## config.mk

```make
export PLATFORM = sky130hd
export DESIGN_NAME = mmb_bus_ctrl
export DESIGN_NICKNAME = d
export VERILOG_FILES = /design/src/mmb_bus_ctrl.v /design/src/mmb_queue.v
export VERILOG_INCLUDE_DIRS = /design/src
export SDC_FILE = /design/constraint.sdc
export NUM_CORES = 1
export LEC_CHECK = 0
export BUFFER_PORTS_ARGS = -buffer_cell sky130_fd_sc_hd__buf_2
export CAP_MARGIN = 10
export CORE_MARGIN = 2
export CORE_UTILIZATION = 60
export CTS_CLUSTER_SIZE = 24
export DETAILED_ROUTE_END_ITERATION = 12
export GPL_ROUTABILITY_DRIVEN = 0
export MAX_ROUTING_LAYER = met4
export PLACE_DENSITY = 0.94
export SLEW_MARGIN = 10
export SYNTH_ARGS = -nofsm -noshare
export SYNTH_HDL_FRONTEND = slang
export SYNTH_SLANG_ARGS = --single-unit
export TNS_END_PERCENT = 50
```

## constraint.sdc

```tcl
create_clock -name i_clk -period 8.5 [get_ports i_clk]
set_input_delay 1.7 -clock i_clk [delete_from_list [all_inputs] [get_ports i_clk]]
set_output_delay 1.7 -clock i_clk [all_outputs]
set_load 0.02 [all_outputs]
```

## src/mmb_defines.vh

```
// Shared constants of the minimum-mode bus control and prefetch queue.
// Assumes inclusion by bare name from the design files of this block.
`ifndef MMB_DEFINES_VH
`define MMB_DEFINES_VH

// Bus state machine codes, one state per T-state of the local bus.
`define MMB_ST_IDLE 3'h0
`define MMB_ST_T1 3'h1
`define MMB_ST_T2 3'h2
`define MMB_ST_T3 3'h3
`define MMB_ST_TW 3'h4
`define MMB_ST_T4 3'h5
`define MMB_ST_HOLD 3'h6

// Kinds of bus cycle.
`define MMB_CY_FETCH 2'h0
`define MMB_CY_READ 2'h1
`define MMB_CY_WRITE 2'h2
`define MMB_CY_INT_ACK_STROBE_N 2'h3

// Prefetch queue geometry and the free room that starts a fetch.
`define MMB_QUEUE_DEPTH 6
`define MMB_FETCH_ROOM 2

// Segment base shift used by address relocation.
`define MMB_SEG_SHIFT 4'h0

// Queue push counts.
`define MMB_PUSH_NONE 2'h0
`define MMB_PUSH_ONE 2'h1
`define MMB_PUSH_TWO 2'h2

`endif

```

## src/mmb_bus_ctrl.v

```verilog
// Minimum-mode local bus controller with the instruction prefetch queue.
// Assumes synchronous hold, ready and execution unit inputs on i_clk.
`timescale 1ns/1ps
`include "mmb_defines.vh"

module mmb_bus_ctrl #(
   parameter DEPTH = `MMB_QUEUE_DEPTH,
   parameter CW = 3
) (
   input wire i_clk,
   input wire i_rst_n,
   input wire i_hold,
   input wire i_ready,
   input wire [15:0] i_ad_in,
   input wire i_op_req,
   input wire i_op_write,
   input wire i_op_io,
   input wire i_op_int_ack_strobe_n,
   input wire [15:0] i_op_seg,
   input wire [15:0] i_op_off,
   input wire [15:0] i_op_wdata,
   input wire [15:0] i_code_seg,
   input wire i_flush,
   input wire [15:0] i_flush_ip,
   input wire i_q_take,
   output reg [15:0] o_ad_out,
   output reg o_ad_oe,
   output reg [3:0] o_addr_hi,
   output reg o_addr_hi_oe,
   output reg o_ale,
   output reg o_mio,
   output reg o_wr_n,
   output reg o_rd_n,
   output reg o_int_ack_strobe_n,
   output reg o_transmit_receive_dir,
   output reg o_transceiver_enable_n,
   output reg o_ctl_oe,
   output reg o_bus_release_grant,
   output reg o_op_done,
   output reg [15:0] o_op_rdata,
   output wire [7:0] o_q_byte,
   output wire o_q_valid
);

localparam ST_IDLE = `MMB_ST_IDLE;
localparam ST_T1 = `MMB_ST_T1;
localparam ST_T2 = `MMB_ST_T2;
localparam ST_T3 = `MMB_ST_T3;
localparam ST_TW = `MMB_ST_TW;
localparam ST_T4 = `MMB_ST_T4;
localparam ST_HOLD = `MMB_ST_HOLD;
// The fetch threshold is cut to the count width on purpose; it is small.
localparam integer ROOM_INT = DEPTH - `MMB_FETCH_ROOM;
localparam [CW-1:0] ROOM_LIMIT = ROOM_INT[CW-1:0];

////////////////////////////////////////////////////////////////////////////
// State. Each T-state lasts two clocks, so phase 0 is its first half and
// phase 1 its second; the phase bit is the divider's one-cycle enable.
reg [2:0] state_reg, state_next;
reg phase_reg, phase_next;
reg [1:0] cyc_reg, cyc_next;
reg start_reg, start_next;
reg [19:0] addr_reg, addr_next;
reg [15:0] wdata_reg, wdata_next;
reg [15:0] fetch_ip_reg, fetch_ip_next;
reg odd_reg, odd_next;
reg discard_reg, discard_next;
reg bus_release_grant_reg, bus_release_grant_next;
reg drive_reg, drive_next;
reg mio_reg, mio_next;
reg dir_reg, dir_next;
reg done_next;
reg [15:0] rdata_next;
reg [1:0] push_cnt;

reg [15:0] ad_out_next;
reg ad_oe_next;
reg ale_next;
reg wr_n_next;
reg rd_n_next;
reg int_ack_strobe_n_n_next;
reg den_n_next;
reg in_strobe;
reg den_on;

wire [CW-1:0] q_count;
wire op_want;
wire fetch_want;
wire edge_mid;
wire edge_end;

////////////////////////////////////////////////////////////////////////////
// Queue. A flush in the same clock as a push drops the pushed bytes.
mmb_queue #(
   .DEPTH(DEPTH),
   .CW(CW)
) u_queue (
   .i_clk(i_clk),
   .i_rst_n(i_rst_n),
   .i_flush(i_flush),
   .i_push_cnt(push_cnt),
   .i_push_data(i_ad_in),
   .i_pop(i_q_take),
   .o_head(o_q_byte),
   .o_valid(o_q_valid),
   .o_count(q_count)
);

// The done pulse blocks a second pick on the same request; the execution
// unit must drop its request in the clock after it sees the pulse.
assign op_want = i_op_req && !o_op_done;
assign fetch_want = (q_count <= ROOM_LIMIT);
assign edge_mid = !phase_reg;
assign edge_end = phase_reg;

////////////////////////////////////////////////////////////////////////////
// Sequencer.
always @* begin
   state_next = state_reg;
   phase_next = ~phase_reg;
   cyc_next = cyc_reg;
   start_next = start_reg;
   addr_next = addr_reg;
   wdata_next = wdata_reg;
   fetch_ip_next = fetch_ip_reg;
   odd_next = odd_reg;
   discard_next = discard_reg;
   bus_release_grant_next = bus_release_grant_reg;
   drive_next = drive_reg;
   mio_next = mio_reg;
   dir_next = dir_reg;
   done_next = 1'b0;
   rdata_next = o_op_rdata;
   push_cnt = `MMB_PUSH_NONE;
   case (state_reg)
      ST_IDLE, ST_T4: begin
         if (edge_mid) begin
            // Hold is seen only in mid-T4 or mid-idle, so a cycle never splits.
            if (i_hold) begin
               state_next = ST_HOLD;
               phase_next = 1'b0;
               bus_release_grant_next = 1'b1;
               drive_next = 1'b0;
            end else if (op_want) begin
               start_next = 1'b1;
               drive_next = 1'b1;
               cyc_next = i_op_int_ack_strobe_n ? `MMB_CY_INT_ACK_STROBE_N :
                  (i_op_write ? `MMB_CY_WRITE : `MMB_CY_READ);
               addr_next = {i_op_seg, `MMB_SEG_SHIFT} +
                  {4'h0, i_op_off};
               wdata_next = i_op_wdata;
               mio_next = !(i_op_io || i_op_int_ack_strobe_n);
               dir_next = i_op_write && !i_op_int_ack_strobe_n;
            end else if (fetch_want) begin
               start_next = 1'b1;
               drive_next = 1'b1;
               cyc_next = `MMB_CY_FETCH;
               addr_next = {i_code_seg, `MMB_SEG_SHIFT} +
                  {4'h0, fetch_ip_reg};
               odd_next = fetch_ip_reg[0];
               discard_next = 1'b0;
               mio_next = 1'b1;
               dir_next = 1'b0;
            end
         end else if (start_reg) begin
            state_next = ST_T1;
            start_next = 1'b0;
         end else begin
            state_next = ST_IDLE;
         end
      end
      ST_T1: begin
         if (edge_end) begin
            state_next = ST_T2;
         end
      end
      ST_T2: begin
         if (edge_end) begin
            state_next = ST_T3;
         end
      end
      ST_T3, ST_TW: begin
         if (edge_end) begin
            if (!i_ready) begin
               state_next = ST_TW;
            end else begin
               state_next = ST_T4;
               if (cyc_reg == `MMB_CY_FETCH) begin
                  if (!discard_reg && !i_flush) begin
                     push_cnt = odd_reg ? `MMB_PUSH_ONE :
                        `MMB_PUSH_TWO;
                     fetch_ip_next = fetch_ip_reg +
                        (odd_reg ? 16'h0001 : 16'h0002);
                  end
               end else begin
                  done_next = 1'b1;
                  if (cyc_reg != `MMB_CY_WRITE) begin
                     rdata_next = i_ad_in;
                  end
               end
            end
         end
      end
      ST_HOLD: begin
         phase_next = 1'b0;
         if (!i_hold) begin
            state_next = ST_IDLE;
            bus_release_grant_next = 1'b0;
         end
      end
      default: begin
         state_next = ST_IDLE;
         phase_next = 1'b0;
      end
   endcase
   // A change of flow redirects fetching and spoils any fetch in flight.
   if (i_flush) begin
      fetch_ip_next = i_flush_ip;
      if (cyc_next == `MMB_CY_FETCH) begin
         discard_next = 1'b1;
      end
   end
end

////////////////////////////////////////////////////////////////////////////
// Pin values for the coming clock, worked out from the next state so that
// every pin leaves a flip-flop without a gate behind it.
always @* begin
   in_strobe = (state_next == ST_T2) || (state_next == ST_T3) ||
      (state_next == ST_TW);
   ale_next = (state_next == ST_T1);
   ad_out_next = (state_next == ST_T1) ? addr_next[15:0] : wdata_next;
   ad_oe_next = drive_next && ((state_next == ST_T1) ||
      ((cyc_next == `MMB_CY_WRITE) && (in_strobe ||
      (state_next == ST_T4))));
   wr_n_next = !(in_strobe && (cyc_next == `MMB_CY_WRITE));
   rd_n_next = !(in_strobe && ((cyc_next == `MMB_CY_FETCH) ||
      (cyc_next == `MMB_CY_READ)));
   int_ack_strobe_n_n_next = !(in_strobe && (cyc_next == `MMB_CY_INT_ACK_STROBE_N));
   // Receive cycles open the transceiver half a state later than writes,
   // so the bus has turned around before the buffers drive toward the core.
   den_on = ((state_next == ST_T2) &&
      (phase_next || (cyc_next == `MMB_CY_WRITE))) ||
      (state_next == ST_T3) || (state_next == ST_TW) ||
      ((state_next == ST_T4) && !phase_next);
   den_n_next = !den_on;
end

////////////////////////////////////////////////////////////////////////////
// Registers. After reset the bus stays floated until the first cycle.
always @(posedge i_clk or negedge i_rst_n) begin
   if (!i_rst_n) begin
      state_reg <= ST_IDLE;
      phase_reg <= 1'b0;
      cyc_reg <= `MMB_CY_FETCH;
      start_reg <= 1'b0;
      addr_reg <= 20'h00000;
      wdata_reg <= 16'h0000;
      fetch_ip_reg <= 16'h0000;
      odd_reg <= 1'b0;
      discard_reg <= 1'b0;
      bus_release_grant_reg <= 1'b0;
      drive_reg <= 1'b0;
      mio_reg <= 1'b0;
      dir_reg <= 1'b0;
   end else begin
      state_reg <= state_next;
      phase_reg <= phase_next;
      cyc_reg <= cyc_next;
      start_reg <= start_next;
      addr_reg <= addr_next;
      wdata_reg <= wdata_next;
      fetch_ip_reg <= fetch_ip_next;
      odd_reg <= odd_next;
      discard_reg <= discard_next;
      bus_release_grant_reg <= bus_release_grant_next;
      drive_reg <= drive_next;
      mio_reg <= mio_next;
      dir_reg <= dir_next;
   end
end

always @(posedge i_clk or negedge i_rst_n) begin
   if (!i_rst_n) begin
      o_ad_out <= 16'h0000;
      o_ad_oe <= 1'b0;
      o_addr_hi <= 4'h0;
      o_addr_hi_oe <= 1'b0;
      o_ale <= 1'b0;
      o_mio <= 1'b0;
      o_wr_n <= 1'b1;
      o_rd_n <= 1'b1;
      o_int_ack_strobe_n <= 1'b1;
      o_transmit_receive_dir <= 1'b0;
      o_transceiver_enable_n <= 1'b1;
      o_ctl_oe <= 1'b0;
      o_bus_release_grant <= 1'b0;
      o_op_done <= 1'b0;
      o_op_rdata <= 16'h0000;
   end else begin
      o_ad_out <= ad_out_next;
      o_ad_oe <= ad_oe_next;
      o_addr_hi <= addr_next[19:16];
      o_addr_hi_oe <= drive_next;
      o_ale <= ale_next;
      o_mio <= mio_next;
      o_wr_n <= wr_n_next;
      o_rd_n <= rd_n_next;
      o_int_ack_strobe_n <= int_ack_strobe_n_n_next;
      o_transmit_receive_dir <= dir_next;
      o_transceiver_enable_n <= den_n_next;
      o_ctl_oe <= drive_next;
      o_bus_release_grant <= bus_release_grant_next;
      o_op_done <= done_next;
      o_op_rdata <= rdata_next;
   end
end

endmodule

```

## src/mmb_queue.v

```verilog
// Byte-wide first-in first-out instruction queue, held as a shift register.
// Assumes the caller never pushes more bytes than there is room for.
`timescale 1ns/1ps
`include "mmb_defines.vh"

module mmb_queue #(
   parameter DEPTH = `MMB_QUEUE_DEPTH,
   parameter CW = 3
) (
   input wire i_clk,
   input wire i_rst_n,
   input wire i_flush,
   input wire [1:0] i_push_cnt,
   input wire [15:0] i_push_data,
   input wire i_pop,
   output wire [7:0] o_head,
   output wire o_valid,
   output wire [CW-1:0] o_count
);

reg [DEPTH*8-1:0] q_reg;
reg [DEPTH*8-1:0] q_next;
reg [CW-1:0] count_reg;
reg [CW-1:0] count_next;
reg [CW-1:0] base;
reg pop_ok;
reg valid_reg;

////////////////////////////////////////////////////////////////////////////
// A pop shifts every byte down, so the head always sits in the low byte and
// a byte pushed into an empty queue is visible at the very next edge.
always @* begin
   q_next = q_reg;
   count_next = count_reg;
   pop_ok = i_pop && (count_reg != {CW{1'b0}});
   base = count_reg;
   if (pop_ok) begin
      q_next = {8'h00, q_reg[DEPTH*8-1:8]};
      base = count_reg - {{(CW-1){1'b0}}, 1'b1};
   end
   if (i_push_cnt == `MMB_PUSH_ONE) begin
      q_next[base*8 +: 8] = i_push_data[15:8];
      count_next = base + {{(CW-1){1'b0}}, 1'b1};
   end else if (i_push_cnt == `MMB_PUSH_TWO) begin
      q_next[base*8 +: 16] = i_push_data;
      count_next = base + {{(CW-2){1'b0}}, 2'h2};
   end else begin
      count_next = base;
   end
   if (i_flush) begin
      count_next = {CW{1'b0}};
   end
end

always @(posedge i_clk or negedge i_rst_n) begin
   if (!i_rst_n) begin
      q_reg <= {(DEPTH*8){1'b0}};
      count_reg <= {CW{1'b0}};
      valid_reg <= 1'b0;
   end else begin
      q_reg <= q_next;
      count_reg <= count_next;
      valid_reg <= (count_next != {CW{1'b0}});
   end
end

assign o_head = q_reg[7:0];
assign o_valid = valid_reg;
assign o_count = count_reg;

endmodule

```

* Word level (Yosys, flattened, before mapping)
Index checks and enable logic that the tools add are counted.
** Word-level totals
- Flip-flop bits (word level) :: 160
- Input bits :: 106
- Word-level logic and storage cells :: 194
** Cells by class
- Add/sub/neg operators :: 7
- Magnitude comparators :: 1
- Equal/unequal tests :: 21
- Shifts and indexed selects :: 4
- Mux-type cells :: 78
- Bitwise logic cells :: 4
- Reductions and logical operators :: 53
** Operators by type and width (number)
- 2-to-1 mux 16 bit :: 11
- 2-to-1 mux 48 bit :: 3
- 2-to-1 mux 20 bit :: 5
- bitwise mux 48 bit :: 2
- variable shift 16 x 34 -> 48 bit (first input constant) :: 1
- variable shift 8 x 34 -> 48 bit (first input constant) :: 1
- variable part select 16 x 34 -> 48 bit :: 1
- variable part select 8 x 34 -> 48 bit :: 1
- adder 20 x 16 -> 20 bit :: 2
- negator 6 -> 34 bit :: 1
- 2-to-1 mux 1 bit :: 30
- 2-to-1 mux 3 bit :: 10
- 2-to-1 mux 2 bit :: 14
- adder 16 x 2 -> 16 bit :: 1
- equality test 3 bit (second input constant) :: 5
- one-hot mux 3 bit (5 select lines) :: 1
- AND reduction 5 bit :: 3
- nonzero test 2 bit :: 7
- equality test 3 x 2 -> 1 bit (second input constant) :: 4
- logical AND 1 bit :: 11
- logical NOT 1 bit :: 10
- logical OR 1 bit :: 10
- nonzero test 3 bit :: 3
- inequality test 2 bit (second input constant) :: 4
- 16 further kinds :: 27

* Logic depth before layout (Yosys ltp)
- Depth after elaboration :: 13
- Gate-level depth with buffers :: 18
- Mapped depth without buffers :: 16

* Cells and area by module
Synthesis repeated with hierarchy kept, for this count alone.
** Second synthesis, totals
- Cells, all modules :: 1249
- Area total of the unflattened synthesis :: 10980.5 µm²
** By module, submodules not included
- mmb_bus_ctrl :: instances 1, cells an instance 597, area each 5773.0 µm²
- mmb_queue :: instances 1, cells an instance 652, area each 5207.5 µm²

* Worst setup path after synthesis
Ideal clock, no wire load.
- Kind :: input -> register
- From :: input port i_q_take
- To :: register u_queue.q_reg[30]
- Library setup time :: 0.118 ns
- Arrival :: 4.232 ns
- Setup slack :: 4.150 ns
- Stages on the path :: 12
- Cells stage by stage :: nand2b_1 buf_4 o21ai_0 inv_1 ha_1 ha_1 a21boi_0 o211ai_1 buf_2 a221oi_1 a211oi_1 a21o_1
** Between the ends
- Word-level cells in the longest chain between the ends :: 7
- Elaborated cells between the ends (all ways) :: 12
- Those cells by class :: add/sub (1); shift (4); mux (6); reduce/logical (1)
** RTL lines
- start: declaration :: line mmb_bus_ctrl.v:25 : input wire i_q_take,
- logical AND 1 bit * :: line mmb_queue.v:35 : pop_ok = i_pop && (count_reg != {CW{1'b0}});
- 2-to-1 mux 3 bit :: line mmb_queue.v:37 : if (pop_ok) begin
- negator 6 -> 34 bit :: line mmb_queue.v:42, mmb_queue.v:45
- variable part select 16 x 34 -> 48 bit or variable shift 16 x 34 -> 48 bit (tied branches) :: line mmb_queue.v:45 : q_next[base*8 +: 16] = i_push_data;
- bitwise mux 48 bit :: line mmb_queue.v:45
- 2-to-1 mux 48 bit :: line mmb_queue.v:44 : end else if (i_push_cnt == `MMB_PUSH_TWO) begin
- 2-to-1 mux 48 bit * :: line mmb_queue.v:41 : if (i_push_cnt == `MMB_PUSH_ONE) begin
- net u_queue.q_next[30] :: line mmb_queue.v:22 : reg [DEPTH*8-1:0] q_next;
- end signal: assignment :: line mmb_queue.v:57 : q_reg <= {(DEPTH*8){1'b0}};
- end signal: assignment :: line mmb_queue.v:61 : q_reg <= q_next;
- end: declaration :: line mmb_queue.v:21 : reg [DEPTH*8-1:0] q_reg;
Mark *: on every way through the listed nets, which the timed path passes. The rest lies on a longest branch.
A chain may end at the register's enable or synchronous reset.

* Worst setup path in the final report
- From :: input port i_q_take
- To :: register u_queue.q_reg[29]
Same word-level chain as after synthesis.

==> results by group <==
Routing
  • First drt pass iteration count: 6
  • Via density: 6.38
  • Final antenna-violating net count: 0
  • Drt total wl: 26.6 mm
  • Wirelength per Cell: about 19 microns
  • Vias: 8927
  • # DRC: 0
  • Initial DRC count: 898

Timing
  • Final number of setup-violating endpoints: 0
  • RSZ-0062 raised after global routing: false
  • Setup Skew: 0.0101 ns
  • Final hold violation count: 0
  • Final worst path period share: 0.612
  • Sum Neg Setup Slack: 0 ns
  • Max-slew violation count: 0
  • Final setup margin: ~3.3 ns
  • F_max: 192 MHz
  • Max-slew headroom: 0.162
  • Worst-Margin Slew: 1.25 ns
  • Minimum clock period: roughly 5.2 ns

Synthesis
  • Ranking of synthesized cells by area: dfrtp_1, nand2_1, mux2_2
  • Sequential share of the synthesized area: 0.399
  • Synth Area in Adders: 0.0534
  • Primary FF master, synth: dfrtp_1
  • Post-synthesis simple-gate area fraction: 0.143
  • Post-Syn Instances: 1059
  • Largest family of logic cells by synthesized area: compound AO/OA/AOI/OAI gates
  • Synth area leader: dfrtp_1
  • Mapped Nets: 1205
  • Most common cell in the netlist: dfrtp_1
  • Post-synth EDFFs: 0
  • Seq cells post-synth: around 160
  • Synth cell types: 75
  • Synth Area in XOR/XNOR: 0.0359
  • Top cell type's share of synthesized area: 0.388
  • Synth warn: 0
  • Post-synth ARST share: 1.00
  • Commonest cells in the netlist: dfrtp_1, nand2_1, a21oi_1, nor2_1, o21ai_0
  • Mux contribution to synthesized area: 0.107
  • Synth Area in Compound Gates: 0.215
  • Mean Syn Cell Area: between 9 and 10 sq um
  • Synth Cell Area: slightly below 10000 sq um

Layout
  • Share of cells above drive strength 1: 0.231
  • Final instance area: approximately 11000 sq um
  • Layout overhead on the synthesized area: 14.0%
  • Antenna cell count: 0
  • Max reg flops: 48
  • Final #Nets: 1316

Clock network
  • CTS sink cnt: 156
  • H-tree levels: 4
  • Clock Tree Buf Depth: 2
  • Post-CTS sizing: 0
  • Clock Pin Slew Worst Setup and Hold Paths: 0.06 ns
  • Root Buffer: clkbuf_16
  • Post-CTS setup buffer count: 0
  • CTS tree: built
  • Worst-skew pair later-pin latency: 0.43 ns
  • Cts bufs inserted: 17
  • CTS Hold Bufs: 0

Worst setup path
  • Critical path type: in -> reg
  • Critical Path End Type: flip-flop
  • WP data required: 8.82 ns
  • Capture point of the worst reg-to-reg path: u_queue.q_reg[29]
  • Crit Path Max Fanout: 53
  • Critical R2R Launch: u_queue.o_count[0]
  • R2R setup slack: 3.69 ns
  • Worst path arrival time: 5.52 ns
  • CP Launch Type: input port
  • Reg2Reg Depth: 14

Place
  • Final HPWL from detailed placement: about 18 mm
  • Dpl ws: 3.01 ns
  • Dpl cell area: between 10000 and 15000 sq um
  • PortBufs: 162

Global route
  • Largest net degree at the start of global routing: 82
  • Total track usage: 0.315
  • Total gr overflow: 0
  • Vias in the first global route: between 8000 and 9000
  • Global-route wire length before repair: 43.0 mm
  • Antenna violations before repair: 0

Floorplan
  • IO Pins: approximately 160
  • Die X-Extent: 132 microns
  • Starting Density: 0.615
  • CORE AREA: 15900 sq um
  • Row cnt: 46
  • Chip height: between 100 and 150 microns
  • Area of the die: about 17000 sq um

Run status
  • Outcome: finished, final reports clean

Power
  • VDD IR-drop max: 0.212 mV
  • Total power: 0.00365 W
  • Cell area power density: 327 nW/um^2
  • Lkg Pwr: 5.62 nW

Min path
  • Hold Crit Endpoint: wdata_reg[1]
  • Type of the most critical hold path: reg -> reg
  • Hold path depth: 2
  • Hold path start: wdata_reg[1]

Job
  • Max cap viols: 0
[per-stage QoR]
| stage | hold WS [ns] | utilization | cells |
|---|---|---|---|
| detailed placement | 0.454 | 0.663 | 1367 |
| finish | 0.471 | 0.701 | 1399 |
| global placement | 0.447 | 0.663 | 1367 |
| floorplan | 0.434 | - | 1059 |
| global route | 0.489 | 0.701 | 1399 |
| CTS | 0.470 | 0.701 | 1399 |
[worst max-delay path by stage]
| stage | startpoint | end | slack (ns) |
|---|---|---|---|
| after CTS | i_q_take | u_queue.q_reg[28] | 3.40 |
| after global routing | i_q_take | u_queue.q_reg[29] | 2.94 |
| final | i_q_take | u_queue.q_reg[29] | 3.30 |
| after floorplan | i_q_take | u_queue.q_reg[30] | 4.15 |
| after detailed placement | i_q_take | u_queue.q_reg[41] | 3.01 |
| after global placement | i_q_take | u_queue.q_reg[44] | 3.19 |
[cell type report]
type,count,area (sq um)
Clock buffer,22,474
Clock inverter,10,138
Fill cell,1146,4770
Inverter,18,67.6
Multi-Input combinational cell,808,5450
Sequential cell,156,3910
Tap cell,216,270
Timing Repair Buffer,169,870
[worst max-delay path, cell delays in order]
cell	delay, ns
buf_2	0.10
nand2b_2	0.05
buf_4	0.62
nand2_1	0.10
o21ai_0	0.29
inv_1	0.18
ha_1	0.26
ha_1	0.40
a21boi_0	0.43
o211ai_1	0.56
a221oi_1	0.46
a211oi_1	0.11
a21o_1	0.22
[routing by layer]
metal	part of all wire	up-vias	GRT usage
li1	-	4047	-
met4	0.028	0	0.115
met3	0.098	73	0.0619
met1	0.39	4256	0.398
met5	0	-	-
met2	0.49	551	0.508
[logic make-up after synthesis]
family	Yosys count
AND/OR/NAND/NOR	311
XOR/XNOR	38
AO/OA/AOI/OAI	320
buffers and inverters	95
flip-flops	156
adder cells (fa/ha/maj)	40
multiplexers	99
[layout by cell type, fill, tap and decap left out, drive strengths merged, types with 3 or more instances in the layout]
| master | netlist | final |
|---|---|---|
| mux2i | 50 | 50 |
| o22ai | 8 | 8 |
| clkinv | 0 | 4 |
| clkbuf | 39 | 22 |
| and3 | 6 | 6 |
| xor2 | 22 | 22 |
| nor2 | 77 | 77 |
| nor3b | 4 | 4 |
| a311oi | 8 | 8 |
| nand3 | 30 | 30 |
| o21ai | 72 | 72 |
| nand4 | 4 | 4 |
| o211ai | 7 | 7 |
| a211oi | 20 | 20 |
| inv | 18 | 19 |
| buf | 38 | 169 |
| nor3 | 13 | 13 |
| ha | 37 | 37 |
| or3 | 6 | 6 |
| a221oi | 27 | 27 |
| a21oi | 98 | 98 |
| a21o | 25 | 25 |
| nor2b | 4 | 4 |
| and2 | 9 | 9 |
| a31oi | 5 | 5 |
| o21bai | 5 | 5 |
| dfstp | 4 | 4 |
| dfrtp | 152 | 152 |
| nand2b | 7 | 7 |
| xnor2 | 16 | 16 |
| bufinv | 0 | 3 |
| o21a | 6 | 6 |
| nand2 | 146 | 146 |
| fa | 3 | 3 |
| a22oi | 16 | 16 |
| mux2 | 49 | 49 |
[power by group]
group	leakage [nW]	switching [W]	internal (W)
Sequential	2.00	0.000178	0.00102
Clock	0.296	0.000303	0.000485
Combinational	3.32	0.00104	0.000625
Total	5.62	0.00152	0.00213
Power figures use the tool's default switching activity.
